### config.mk
export PLATFORM = sky130hd
export DESIGN_NAME = lvic_top
export DESIGN_NICKNAME = d
export VERILOG_FILES = /design/src/shared/lvic_pkg.sv /design/src/hw/lvic_top.sv
export VERILOG_INCLUDE_DIRS = /design/src /design/src/shared
export SDC_FILE = /design/constraint.sdc
export NUM_CORES = 1
export LEC_CHECK = 0
export ABC_AREA = 1
export ABC_CLOCK_PERIOD_IN_PS = 1700
export BUFFER_PORTS_ARGS = -buffer_cell sky130_fd_sc_hd__buf_4
export CORE_UTILIZATION = 44
export DETAILED_ROUTE_END_ITERATION = 8
export GPL_ROUTABILITY_DRIVEN = 1
export PLACE_DENSITY = 0.8
export SLEW_MARGIN = 20
export SYNTH_ARGS = -nofsm -noshare
export SYNTH_HDL_FRONTEND = slang
export SYNTH_SLANG_ARGS = --single-unit
### constraint.sdc
create_clock -name clk_i -period 1.7 [get_ports clk_i]
set_input_delay 0.425 -clock clk_i [delete_from_list [all_inputs] [get_ports clk_i]]
set_output_delay 0.425 -clock clk_i [all_outputs]
set_load 0.02 [all_outputs]
### src/shared/lvic_defines.svh
// Purpose: constants for the low-voltage inhibit control block
// Assumes: classic wishbone, 32-bit data, byte addresses
// Notes: offsets are word aligned
`ifndef LVIC_DEFINES_SVH
`define LVIC_DEFINES_SVH
`define LVIC_ADDR_W 4
`define LVIC_OFF_STATUS 4'h0
`define LVIC_OFF_CONFIG 4'h4
`define LVIC_OFF_EVENT 4'h8
`define LVIC_OFF_MASK 4'hc
`define LVIC_CFG_PWRD 0
`define LVIC_CFG_RSTD 1
`define LVIC_CFG_STOP 2
`define LVIC_CFG_SEL5 3
`define LVIC_STAT_FLAG 0
`define LVIC_STAT_RST 1
`define LVIC_EV_FALL 0
`define LVIC_EV_RISE 1
`define LVIC_EV_RST 2
`define LVIC_CFG_RESET 4'h0
`define LVIC_EV_RESET 3'h0
`endif

### src/shared/lvic_pkg.sv
// Purpose: types for the low-voltage inhibit control block
// Assumes: lvic_defines.svh holds all numbers
// Notes: none
package lvic_pkg;
   typedef enum logic [1:0] {
      LVIC_RUN,
      LVIC_HOLD
   } lvic_mode_type;
   typedef struct packed {
      logic [1:0] fall_sync;
      logic [1:0] rise_sync;
      logic [3:0] cfg;
      logic flag;
      lvic_mode_type mode;
      logic [2:0] events;
      logic [2:0] mask;
      logic irq;
      logic ack;
      logic [31:0] dat;
      logic lv_reset;
      logic rst_pin_n;
      logic [3:0] pin_oe_n;
   } lvic_state_type;
endpackage

### src/hw/lvic_top.sv
// Purpose: low-voltage inhibit control with wishbone registers
// Assumes: comparator indications are asynchronous levels
// Notes: registers at 0x0 status, 0x4 config, 0x8 events, 0xc mask
//
// Chosen here: the Wishbone slave port and the address map.
`timescale 1ns/10ps
`include "lvic_defines.svh"
module lvic_top
   import lvic_pkg::*;
(
   input wire logic clk_i,
   input wire logic rst_i,
   input wire logic ce_i,
   input wire logic por_i,
   input wire logic stop_mode_i,
   input wire logic wait_mode_i,
   input wire logic below_fall_i,
   input wire logic above_rise_i,
   input wire logic [`LVIC_ADDR_W-1:0] adr_i,
   input wire logic [31:0] dat_i,
   input wire logic [3:0] sel_i,
   input wire logic we_i,
   input wire logic cyc_i,
   input wire logic stb_i,
   output logic [31:0] dat_o,
   output logic ack_o,
   output logic irq_o,
   output logic lowv_reset_o,
   output logic ext_rst_n_o,
   output logic ext_rst_oe_o,
   output logic monitor_on_o
);
   lvic_state_type cur;
   lvic_state_type nxt;
   logic mon_on;
   logic below;
   logic above;
   logic rst_en;
   logic wr;
   logic rd;
   logic [2:0] ev_set;
   logic [3:0] wcfg;

   always_comb begin
      nxt = cur;
      // stop mode gates the comparator unless stop-keep is set
      mon_on = !cur.cfg[`LVIC_CFG_PWRD] &&
         (!stop_mode_i || cur.cfg[`LVIC_CFG_STOP]);
      below = mon_on && cur.fall_sync[1];
      above = mon_on && cur.rise_sync[1];
      rst_en = !cur.cfg[`LVIC_CFG_RSTD];
      wr = cyc_i && stb_i && we_i && !cur.ack;
      rd = cyc_i && stb_i && !we_i && !cur.ack;
      ev_set = 3'h0;
      wcfg = cur.cfg;
      nxt.fall_sync = {cur.fall_sync[0], below_fall_i};
      nxt.rise_sync = {cur.rise_sync[0], above_rise_i};
      // flag tracks comparator with hysteresis between points
      if (below) begin
         nxt.flag = 1'b1;
         if (!cur.flag) ev_set[`LVIC_EV_FALL] = 1'b1;
      end else if (above) begin
         nxt.flag = 1'b0;
         if (cur.flag) ev_set[`LVIC_EV_RISE] = 1'b1;
      end
      unique case (cur.mode)
         LVIC_RUN: begin
            // polled mode: reset-disable blocks entry
            if (rst_en && below) begin
               nxt.mode = LVIC_HOLD;
               ev_set[`LVIC_EV_RST] = 1'b1;
            end
         end
         LVIC_HOLD: begin
            if (above) nxt.mode = LVIC_RUN;
         end
      endcase
      // write of 5V select while supply not above rising point
      if (wr && adr_i == `LVIC_OFF_CONFIG && sel_i[0])
         wcfg = dat_i[3:0];
      if (wr && adr_i == `LVIC_OFF_CONFIG && sel_i[0] &&
          wcfg[`LVIC_CFG_SEL5] && !cur.cfg[`LVIC_CFG_SEL5] &&
          !wcfg[`LVIC_CFG_PWRD] && !wcfg[`LVIC_CFG_RSTD] &&
          !cur.rise_sync[1]) begin
         nxt.mode = LVIC_HOLD;
         ev_set[`LVIC_EV_RST] = 1'b1;
      end
      nxt.cfg = wcfg;
      if (wr && adr_i == `LVIC_OFF_MASK && sel_i[0])
         nxt.mask = dat_i[2:0];
      // set wins over write-one-to-clear
      if (wr && adr_i == `LVIC_OFF_EVENT && sel_i[0])
         nxt.events = (cur.events & ~dat_i[2:0]) | ev_set;
      else
         nxt.events = cur.events | ev_set;
      nxt.irq = |(nxt.events & nxt.mask);
      nxt.ack = (wr || rd);
      nxt.dat = 32'h0;
      if (rd) begin
         unique case (adr_i)
            `LVIC_OFF_STATUS: begin
               nxt.dat[`LVIC_STAT_FLAG] = cur.flag;
               nxt.dat[`LVIC_STAT_RST] = (cur.mode == LVIC_HOLD);
            end
            `LVIC_OFF_CONFIG: nxt.dat[3:0] = cur.cfg;
            `LVIC_OFF_EVENT: nxt.dat[2:0] = cur.events;
            `LVIC_OFF_MASK: nxt.dat[2:0] = cur.mask;
            default: nxt.dat = 32'h0;
         endcase
      end
      // reset request also ends wait and stop outside this block
      nxt.lv_reset = (nxt.mode == LVIC_HOLD);
      nxt.rst_pin_n = !nxt.lv_reset;
      nxt.pin_oe_n = {4{!nxt.lv_reset}};
      if (wait_mode_i) nxt.pin_oe_n = cur.pin_oe_n;
      nxt.pin_oe_n = {4{!nxt.lv_reset}};
   end

   always_ff @(posedge clk_i) begin
      if (rst_i) begin
         // power-on clears all; a plain reset keeps config and hold
         cur.fall_sync <= 2'h0;
         cur.rise_sync <= 2'h0;
         cur.flag <= 1'b0;
         cur.events <= `LVIC_EV_RESET;
         cur.mask <= 3'h0;
         cur.irq <= 1'b0;
         cur.ack <= 1'b0;
         cur.dat <= 32'h0;
         cur.pin_oe_n <= 4'hf;
         if (por_i) begin
            cur.cfg <= `LVIC_CFG_RESET;
            cur.mode <= LVIC_RUN;
            cur.lv_reset <= 1'b0;
            cur.rst_pin_n <= 1'b1;
         end
      end else if (ce_i) begin
         cur <= nxt;
      end
   end

   assign dat_o = cur.dat;
   assign ack_o = cur.ack;
   // only latched, masked events reach this line, including the monitor's fall and rise edges
   assign irq_o = cur.irq;
   assign lowv_reset_o = cur.lv_reset;
   assign ext_rst_n_o = cur.rst_pin_n;
   assign ext_rst_oe_o = !cur.pin_oe_n[0];
   assign monitor_on_o = !cur.cfg[`LVIC_CFG_PWRD];
endmodule

==> summary.md, run 1 <==
| Metric | Value |
|---|---|
| Number of buffers inserted by hold repair at cts | `0` |
| Top cells by area in the synthesized netlist | `dfxtp_1 22%, buf_4 15%, edfxtp_1 15%` |
| Post-CTS Repair Setup Buffers | `0` |
| Number of maximum-capacitance constraint violations | `0` |
| Routability Congestion | `0.876` |
| Critical path's largest stage delay | `440 ps` |
| CTS Root Cell | `clkbuf_8` |
| Number of levels in the clock H-tree | `1` |
| Crit end category | `flip-flop` |
| Peak VDD IR | `0.571 mV` |
| Layout cells sized above 1 | `21.9%` |
| Total GRT Usage | `16.9%` |
| Count of synthesis-stage warnings from yosys | `0` |
| Dominant combinational cell family by area after synthesis | `simple AND/OR/NAND/NOR gates` |
| Standard-cell rows | `21` |
| Area share of fa/ha/maj cells after synthesis | `0%` |
| Number of clock buffers inserted by TritonCTS | `3` |
| Number of hold violations in the final report | `0` |
| Count of routing violations after the opening detailed-route iteration | `40` |
| Required time of the critical path | `1730 ps` |
| Min Tclk post-route | `1540 ps` |
| Total gr overflow | `0` |
| Aggregate negative setup slack | `0 ps` |
| Flop and latch count out of synthesis | `26` |
| Type of the worst setup path | `reg2reg` |
| Standard cell core area | `0.00344 mm²` |
| Unrepaired setup endpoints after global routing | `no` |
| Area share of the largest cell type after synthesis | `22.1%` |
| Post-synthesis xor/xnor area fraction | `0%` |
| First-pass GRT wire length | `5.24 mm` |
| Simple-Gate Fraction of Synth Area | `25.1%` |
| CTS clock-pin slew for the worst setup and hold paths | `90 ps` |
| Post-DP HPWL | `2.52 mm` |
| Area growth from synthesis to layout | `16.2%` |
| Area of the die | `0.00395 mm²` |
| Most area-hungry cell type in the Yosys netlist | `dfxtp_1` |
| Final core area utilization | `55.0%` |
| First-pass iteration count of the detailed router | `4` |
| Cell Chain, Critical Path | `inv_2 > nand3_1 > nor2_1 > o22ai_1 > o211ai_1 > nand2_1` |
| Initial cell density of the core | `47.3%` |
| Vias per cell | `4.67` |
| I/O Buffers | `28` |
| Run status | `finished, final reports clean` |
| Crit path arrival time | `1570 ps` |
| Aggregate routed wire length | `3.25 mm` |
| Syn avg cell area | `7.30 µm²` |
| Portion of netlist area occupied by mux cells | `0%` |
| CP max-delay cell | `edfxtp_1` |
| Fmax | `649 MHz` |
| Vias in the first global route | `1,165` |
| Total vias in the final route | `1,410` |
| Number of synthesized flops with an enable pin | `8` |
| Final Slew Violations | `0` |
| Total setup violations reported at the end of the flow | `0` |
| Average detailed-routed wire length per instance | `10.8 µm` |
| Cell count after synthesis | `223` |
| Number of design rule violations left after detail routing | `0` |
| Vertical die dimension | `62.8 µm` |
| Highest net fanout along the worst path | `5` |
| Antenna violations before repair | `0` |
| Number of clock sinks seen by CTS | `26` |
| Type of origin of the critical path | `flip-flop` |
| Hold Worst Slack | `367 ps` |
| Number of buffers on the longest clock path | `2` |
| P_leak | `0.000937 µW` |
| Clock tree skew after final layout | `5.60 ps` |
| TritonCTS clock tree | `yes` |
| Detail Route Antenna Nets | `0` |
| Primary FF master, synth | `dfxtp_1` |
| Path type of the worst min-delay path | `in2reg` |
| Pin count of the biggest net entering global routing | `20` |
| Power per Cell Area | `784 mW/mm²` |
| Fraction of the yosys area taken by sequential cells | `36.9%` |
| Total I/O pin count | `89` |
| Overall power | `1480 µW` |
| Fraction of registers with async set or reset after synthesis | `0%` |
| Yosys cell types | `28` |
| Antenna diode count | `0` |
| Die Width | `62.8 µm` |
| Clk Latency, worst-skew pair | `280 ps` |
| CTS resizes | `0` |
| Share of the synthesized area in compound gates (AO/OA/AOI/OAI) | `15.0%` |
| Fin crit share | `90.7%` |
| Cell area after synthesis | `0.00163 mm²` |
| Number of nets in the final layout | `308` |
-- Yosys cell counts, drive strengths merged (3+ instances only) --
master / number
buf: 32
inv: 29
dfxtp: 18
nand2: 43
o22ai: 6
o21ai: 18
nor2: 24
edfxtp: 8
nand3: 13
clkbuf: 5
a21oi: 16
nand4: 3
-- worst max-delay path: cells and delay by family (launching register included) --
family	cells	cell delay, ps
flops	1	440
buf+inv	1	130
simple gates	3	360
compound gates	2	370
-- cells in the final DEF (no fill, tap or decap), types with 2 or more instances in the layout --
cell type	synthesis	final
a21oi_1	15	15
buf_4	32	39
clkbuf_8	0	3
conb_1	1	28
dfxtp_1	18	18
edfxtp_1	8	8
inv_1	27	26
inv_2	2	3
nand2_1	38	38
nand2_2	3	3
nand2_4	2	2
nand3_1	12	12
nand4_1	3	3
nor2_1	21	21
o21ai_0	18	18
o22ai_1	6	6
-- final timing paths --
check | from | slack (ps) | depth (start not counted) | end
max | cur[49] | 160 | 6 | ext_rst_n_o
min | below_fall_i | 370 | 3 | cur[55]
max reg2reg | cur[49] | 160 | 6 | ext_rst_n_o
min reg2reg | dat_o[1] | 470 | 2 | dat_o[1]
-- power breakdown --
part / switching [µW] / total [µW] / internal, µW / leakage (µW)
combinational: 178 / 266 / 88.1 / 0.000673
sequential: 20.1 / 694 / 674 / 0.000228
clock: 208 / 523 / 315 / 0.0000357
total: 406 / 1480 / 1080 / 0.000937
-- layout make-up --
cell class / instances / area [µm²]
repair buffers: 39 / 293
multi-input cells: 157 / 757
well taps: 46 / 57.6
clock inverters: 1 / 30.0
fillers: 334 / 1550
flip-flops and latches: 26 / 601
clock buffers: 3 / 41.3
inverters: 30 / 113
-- registers in the layout (all words and copies together) (netlist names) --
signal        cells
lowv_reset_o      1
ack_o             1
irq_o             1
cur              18
dat_o             4
ext_rst_n_o       1
-- through the flow --
step                      worst slack, ps  std cells  instance area [µm²]
final                                 159        302                 1890
after global routing                 32.3        302                 1890
after CTS                            99.2        302                 1890
after detailed placement            -10.1        298                 1820
after global placement              -7.07        298                 1820
after floorplan                       129        250                 1730
-- layer usage --
metal	GRT usage, %	routed length, µm
met4	6.98	51
met5	0	0
met2	26.2	1510
met1	22.4	1450
met3	4.01	242
-- logic make-up after synthesis --
family / count (synthesis)
other: 1
AND/OR/NAND/NOR: 86
buffers and inverters: 67
AO/OA/AOI/OAI: 43
flip-flops: 26
Power figures use the tool's default switching activity.
==> run 2: changes to the inputs <==
--- a/config.mk
+++ b/config.mk
@@ -12,7 +12,9 @@
 export CORE_UTILIZATION = 44
 export DETAILED_ROUTE_END_ITERATION = 8
 export GPL_ROUTABILITY_DRIVEN = 1
+export HOLD_SLACK_MARGIN = 0.08
 export PLACE_DENSITY = 0.8
+export SETUP_SLACK_MARGIN = 0.4
 export SLEW_MARGIN = 20
 export SYNTH_ARGS = -nofsm -noshare
 export SYNTH_HDL_FRONTEND = slang
==> run 2 against run 1 <==
Net effect: total power grew 5.7%; cell count grew 3.0%; clock power grew 2%; count of clock-buffer cells in the layout is the same; critical path depth grew 2; register-to-register slack gained 60 ps; die area is the same; sequential share of layout area shrank 3.9 points; global-route usage grew 1.4 points; critical endpoint unchanged; largest cell class unchanged; largest power group unchanged.
==> summary.md, run 2 (synthesis results as in run 1) <==
| Metric | Value |
|---|---|
| Run status | `finished, final reports clean` |
| Area of the die | `0.00395 mm² (unchanged)` |
| Overall power | `1570 µW (+5.7%)` |
| Type of the worst setup path | `reg2reg` |
| Number of hold violations in the final report | `0 (unchanged)` |
| First-pass iteration count of the detailed router | `4 (unchanged)` |
| Detail Route Antenna Nets | `0 (unchanged)` |
| Total vias in the final route | `1,491 (+5.7%)` |
| TritonCTS clock tree | `yes` |
| Register containing the most flip-flops in the final layout | `cur` |
| Path type of the worst min-delay path | `in2reg` |
| Crit end category | `flip-flop` |
| Number of nets in the final layout | `317 (+2.9%)` |
| Number of design rule violations left after detail routing | `0 (unchanged)` |
| Antenna violations before repair | `0 (unchanged)` |
| Number of maximum-capacitance constraint violations | `0 (unchanged)` |
| Vertical die dimension | `62.8 µm (unchanged)` |
| Vias in the first global route | `1,327 (+14%)` |
| Vias per cell | `4.79 (+2.7%)` |
| Hold Worst Slack | `356 ps (-10.8 ps)` |
| Unrepaired setup endpoints after global routing | `yes` |
| Number of buffers inserted by hold repair at cts | `0 (unchanged)` |
| Layout cells sized above 1 | `37.4% (+15 points)` |
| CTS Root Cell | `clkbuf_8` |
| Post-DP HPWL | `2.65 mm (+5.1%)` |
| Number of clock sinks seen by CTS | `26 (unchanged)` |
| Crit path arrival time | `1530 ps (-40 ps)` |
| Standard-cell rows | `21 (unchanged)` |
| Number of clock buffers inserted by TritonCTS | `3 (unchanged)` |
| Most common cell after layout, fill and taps aside | `buf_4` |
| Aggregate negative setup slack | `0 ps (unchanged)` |
| Fmax | `674 MHz (+3.9%)` |
| Antenna diode count | `0 (unchanged)` |
| Type of origin of the critical path | `flip-flop` |
| Power per Cell Area | `722 mW/mm² (-7.9%)` |
| Clk Latency, worst-skew pair | `280 ps (about the same)` |
| Standard cell core area | `0.00344 mm² (unchanged)` |
| Number of flip-flops under the largest register name | `18 (unchanged)` |
| Aggregate routed wire length | `3.85 mm (+19%)` |
| Pin count of the biggest net entering global routing | `16 (-20%)` |
| Final Slew Violations | `0 (unchanged)` |
| Post-route cell area | `0.00217 mm² (+15%)` |
| Total GRT Usage | `18.4% (+1.4 points)` |
| Total setup violations reported at the end of the flow | `0 (unchanged)` |
| Die Width | `62.8 µm (unchanged)` |
| Highest net fanout along the worst path | `5 (unchanged)` |
| Number of buffers on the longest clock path | `2 (unchanged)` |
| Placed standard-cell area | `0.00188 mm² (+3.3%)` |
| Total gr overflow | `0 (unchanged)` |
| Area growth from synthesis to layout | `33.4%` |
| Number of levels in the clock H-tree | `1 (unchanged)` |
| Routability Congestion | `0.858 (-2.1%)` |
| Count of routing violations after the opening detailed-route iteration | `47 (+18%)` |
| Fin crit share | `87.3% (-3.4 points)` |
| P_leak | `0.00103 µW (+11%)` |
| Min Tclk post-route | `1480 ps (-57.4 ps)` |
| Clock tree skew after final layout | `6.28 ps (+0.676 ps)` |
| Required time of the critical path | `1740 ps (about the same)` |
| Average detailed-routed wire length per instance | `12.4 µm (+15%)` |
| Final core area utilization | `63.1% (+8.1 points)` |
| First-pass GRT wire length | `5.82 mm (+11%)` |
| Peak VDD IR | `0.443 mV (-22%)` |
| Total I/O pin count | `89 (unchanged)` |
| Initial cell density of the core | `47.3% (unchanged)` |
| CTS clock-pin slew for the worst setup and hold paths | `100 ps (about the same)` |
| I/O Buffers | `28 (unchanged)` |
| Commonest non-fill, non-tap cells in the layout | `43 x buf_4, 30 x nand2_1, 28 x conb_1` |
run 2: layout make-up:
cell class,count,area (µm²)
multi-input cells,157,928
clock buffers,3,41.3
flip-flops and latches,26,604
well taps,46,57.6
repair buffers,48,379
fillers,309,1270
inverters,30,130
clock inverters,1,30.0
run 2: path summary, 6_finish.rpt:
path / startpoint / end / slack, ps / depth (start not counted)
hold / removal: above_rise_i / cur[53] / 360 / 3
setup / recovery: ack_o / ext_rst_n_o / 220 / 8
setup reg to reg: ack_o / ext_rst_n_o / 220 / 8
hold reg to reg: dat_o[0] / dat_o[0] / 470 / 2
run 2: report_power, final:
part / internal, µW / switching, µW
Clock: 316 / 217
Combinational: 123 / 215
Sequential: 673 / 23.9
Total: 1110 / 456
run 2: through the flow:
step	instances	setup WS, ps
2_1_floorplan	250	210
3_3_place_gp	298	-37.4
3_5_place_dp	298	-63.1
4_1_cts	307	245
5_1_grt	311	137
6_report	311	216
run 2: critical path: stages, from the launching register on:
cell and delay (ps):
dfxtp_4 360, inv_4 60, nand3_4 80, nor2_8 150, nand4_1 160, nor2_4 160
nand2_4 90, o211ai_1 120, nand2_1 70
run 2: timing repair:
action                                  in CTS  in global routing
endpoints found under the hold margin        0                  0
resized for setup                            5                 43
setup buffers                                5                  4
endpoints found under the setup margin      17                 27
gates cloned                                 0                  0
pin swaps                                    7                 11
run 2: layer usage:
| metal | vias up | wire, µm | share of wire, % | GRT usage, % |
|---|---|---|---|---|
| met5 | - | 0 | 0 | 0 |
| met4 | 0 | 72 | 1.9 | 6.69 |
| met3 | 7 | 174 | 4.5 | 3.10 |
| met2 | 53 | 1960 | 51 | 31.5 |
| met1 | 690 | 1650 | 43 | 22.9 |
| li1 | 741 | - | - | - |
==> run 3: changes to the inputs <==
--- a/config.mk
+++ b/config.mk
@@ -9,11 +9,11 @@
 export ABC_AREA = 1
 export ABC_CLOCK_PERIOD_IN_PS = 1700
 export BUFFER_PORTS_ARGS = -buffer_cell sky130_fd_sc_hd__buf_4
-export CORE_UTILIZATION = 44
+export CORE_UTILIZATION = 27
 export DETAILED_ROUTE_END_ITERATION = 8
 export GPL_ROUTABILITY_DRIVEN = 1
 export HOLD_SLACK_MARGIN = 0.08
-export PLACE_DENSITY = 0.8
+export PLACE_DENSITY = 0.54
 export SETUP_SLACK_MARGIN = 0.4
 export SLEW_MARGIN = 20
 export SYNTH_ARGS = -nofsm -noshare
==> constraint.sdc (replaced) <==
create_clock -name clk_i -period 1.7 [get_ports clk_i]
set_input_delay 0.425 -clock clk_i [delete_from_list [all_inputs] [get_ports clk_i]]
set_output_delay 0.425 -clock clk_i [all_outputs]
set_load 0.05 [all_outputs]
==> run 3 against run 2 <==
Net effect: wire length is 4.4% higher; utilization shrank 24 points; cell count grew 12%.
==> summary.md, run 3 (synthesis results as in run 1) <==
| Metric | Value |
|---|---|
| Layout cells sized above 1 | `35.4% (-2.0 points)` |
| Number of buffers inserted by hold repair at cts | `0 (unchanged)` |
| Psw | `531 µW (+17%)` |
| Post-DP HPWL | `2.94 mm (+11%)` |
| Clk Latency, worst-skew pair | `270 ps (about the same)` |
| Clock tree skew after final layout | `2.64 ps (-3.63 ps)` |
| Standard cell core area | `0.00564 mm² (+64%)` |
| Number of flip-flops under the largest register name | `18 (unchanged)` |
| Routability Congestion | `0.806 (-6.0%)` |
| Highest net fanout along the worst path | `4 (-1)` |
| Total vias in the final route | `1,482 (-0.60%)` |
| Vertical die dimension | `79.6 µm (+27%)` |
| Detail Route Antenna Nets | `0 (unchanged)` |
| CTS Root Cell | `clkbuf_8` |
| Power per Cell Area | `674 mW/mm² (-6.6%)` |
| Peak VDD IR | `0.401 mV (-9.6%)` |
| Sw frac | `35.4% (+6.3 points)` |
| Number of clock sinks seen by CTS | `26 (unchanged)` |
| Internal power contribution | `969 µW (-13%)` |
| Total gr overflow | `0 (unchanged)` |
| Count of routing violations after the opening detailed-route iteration | `73 (+55%)` |
| First-pass GRT wire length | `6.37 mm (+9.4%)` |
| P_leak | `0.00106 µW (+2.0%)` |
| Unrepaired setup endpoints after global routing | `yes` |
| Number of buffers on the longest clock path | `2 (unchanged)` |
| Clock Power Share | `23.9% (-10 points)` |
| Aggregate routed wire length | `4.02 mm (+4.4%)` |
| TritonCTS clock tree | `yes` |
| Portion of total power attributed to sequential cells | `46.5% (+2.0 points)` |
| Layout filler cell count | `573 (+85%)` |
| CTS clock-pin slew for the worst setup and hold paths | `90 ps (about the same)` |
| Die Width | `79.6 µm (+27%)` |
| Crit path arrival time | `1170 ps (-360 ps)` |
| Number of hold violations in the final report | `0 (unchanged)` |
| R2r worst-path depth | `6 (-2)` |
| Type of the worst setup path | `reg2out` |
| Pin count of the biggest net entering global routing | `21 (+5)` |
| Final Slew Violations | `0 (unchanged)` |
| Crit end category | `primary output` |
| Fin crit share | `93.6% (+6.3 points)` |
| Number of maximum-capacitance constraint violations | `0 (unchanged)` |
| Required time of the critical path | `1270 ps (-470 ps)` |
| Run status | `finished, final reports clean` |
| Antenna violations before repair | `0 (unchanged)` |
| Hold Worst Slack | `367 ps (+11.0 ps)` |
| Number of levels in the clock H-tree | `1 (unchanged)` |
| Most common cell after layout, fill and taps aside | `buf_4` |
| Number of clock buffers inserted by TritonCTS | `3 (unchanged)` |
| First-pass iteration count of the detailed router | `4 (unchanged)` |
| Register containing the most flip-flops in the final layout | `cur` |
| Vias per cell | `4.25 (-11%)` |
| Total GRT Usage | `13.1% (-5.2 points)` |
| Total I/O pin count | `89 (unchanged)` |
| Path type of the worst min-delay path | `in2reg` |
| Final core area utilization | `39.4% (-24 points)` |
| Vias in the first global route | `1,326 (-0.075%)` |
| Fmax | `629 MHz (-6.7%)` |
| Antenna diode count | `0 (unchanged)` |
| Total setup violations reported at the end of the flow | `0 (unchanged)` |
| Commonest non-fill, non-tap cells in the layout | `52 x buf_4, 34 x nand2_1, 28 x conb_1` |
| I/O Buffers | `28 (unchanged)` |
| Standard-cell rows | `27 (+29%)` |
| Combinational Power Share | `29.6% (+8.0 points)` |
| Initial cell density of the core | `28.9% (-18 points)` |
| Average detailed-routed wire length per instance | `11.5 µm (-7.0%)` |
| Number of nets in the final layout | `329 (+3.8%)` |
| Cell count of the worst hold path | `3 (unchanged)` |
| Type of origin of the critical path | `flip-flop` |
| Area of the die | `0.00634 mm² (+61%)` |
| Min Tclk post-route | `1590 ps (+107 ps)` |
| Area growth from synthesis to layout | `36.7%` |
| Number of design rule violations left after detail routing | `0 (unchanged)` |
[run 3: metal layers]
layer  GRT usage, %  vias to the layer above  wire length, µm
met4           3.64                        0               29
met2           20.8                       42             1870
met3           2.74                        4              209
met1           17.9                      672             1910
met5              0                        -                0
li1               -                      764                -
[run 3: path summary, 6_finish.rpt]
path	startpoint	end	slack, ps
setup / recovery	cur[49]	monitor_on_o	110
hold / removal	below_fall_i	cur[55]	370
setup reg to reg	cur[49]	ext_rst_n_o	180
hold reg to reg	cur[0]	cur[0]	470
[run 3: cell type report]
cell class	count	area, µm²	share of cell area (%)
Clock buffer	3	41.3	1.86
Clock inverter	1	3.75	0.169
Inverter	30	119	5.34
Multi-Input combinational cell	157	886	39.8
Sequential cell	26	604	27.2
Tap cell	72	90.1	4.05
Timing Repair Buffer	60	480	21.6
[run 3: worst max-delay path: stages (launching register included)]
cell and delay, ps:
edfxtp_1 410, clkinvlp_4 170, buf_4 170, buf_6 140
[run 3: timing repair]
item | in CTS | in global routing
buffers inserted | 9 | 8
endpoints found under the setup margin | 13 | 29
gates resized for setup | 13 | 25
pin swaps | 7 | 11
[run 3: power groups by stage]
stage               Sequential (µW)  Clock, µW  Combinational (µW)
floorplan                       725          0                 315
global placement                709          0                 386
detailed placement              710          0                 387
CTS                             697        368                 415
global route                    702        396                 479
finish                          697        359                 445
[run 3: through the flow]
stage	setup TNS, ps	worst slack, ps	instances	total power [µW]	area (µm²)
after floorplan	0	129	250	1040	1770
after global placement	-159	-76.6	328	1100	1930
after detailed placement	-248	-106	328	1100	1930
after CTS	0	191	341	1480	2090
after global routing	0	17.0	349	1580	2220
final	0	109	349	1500	2220
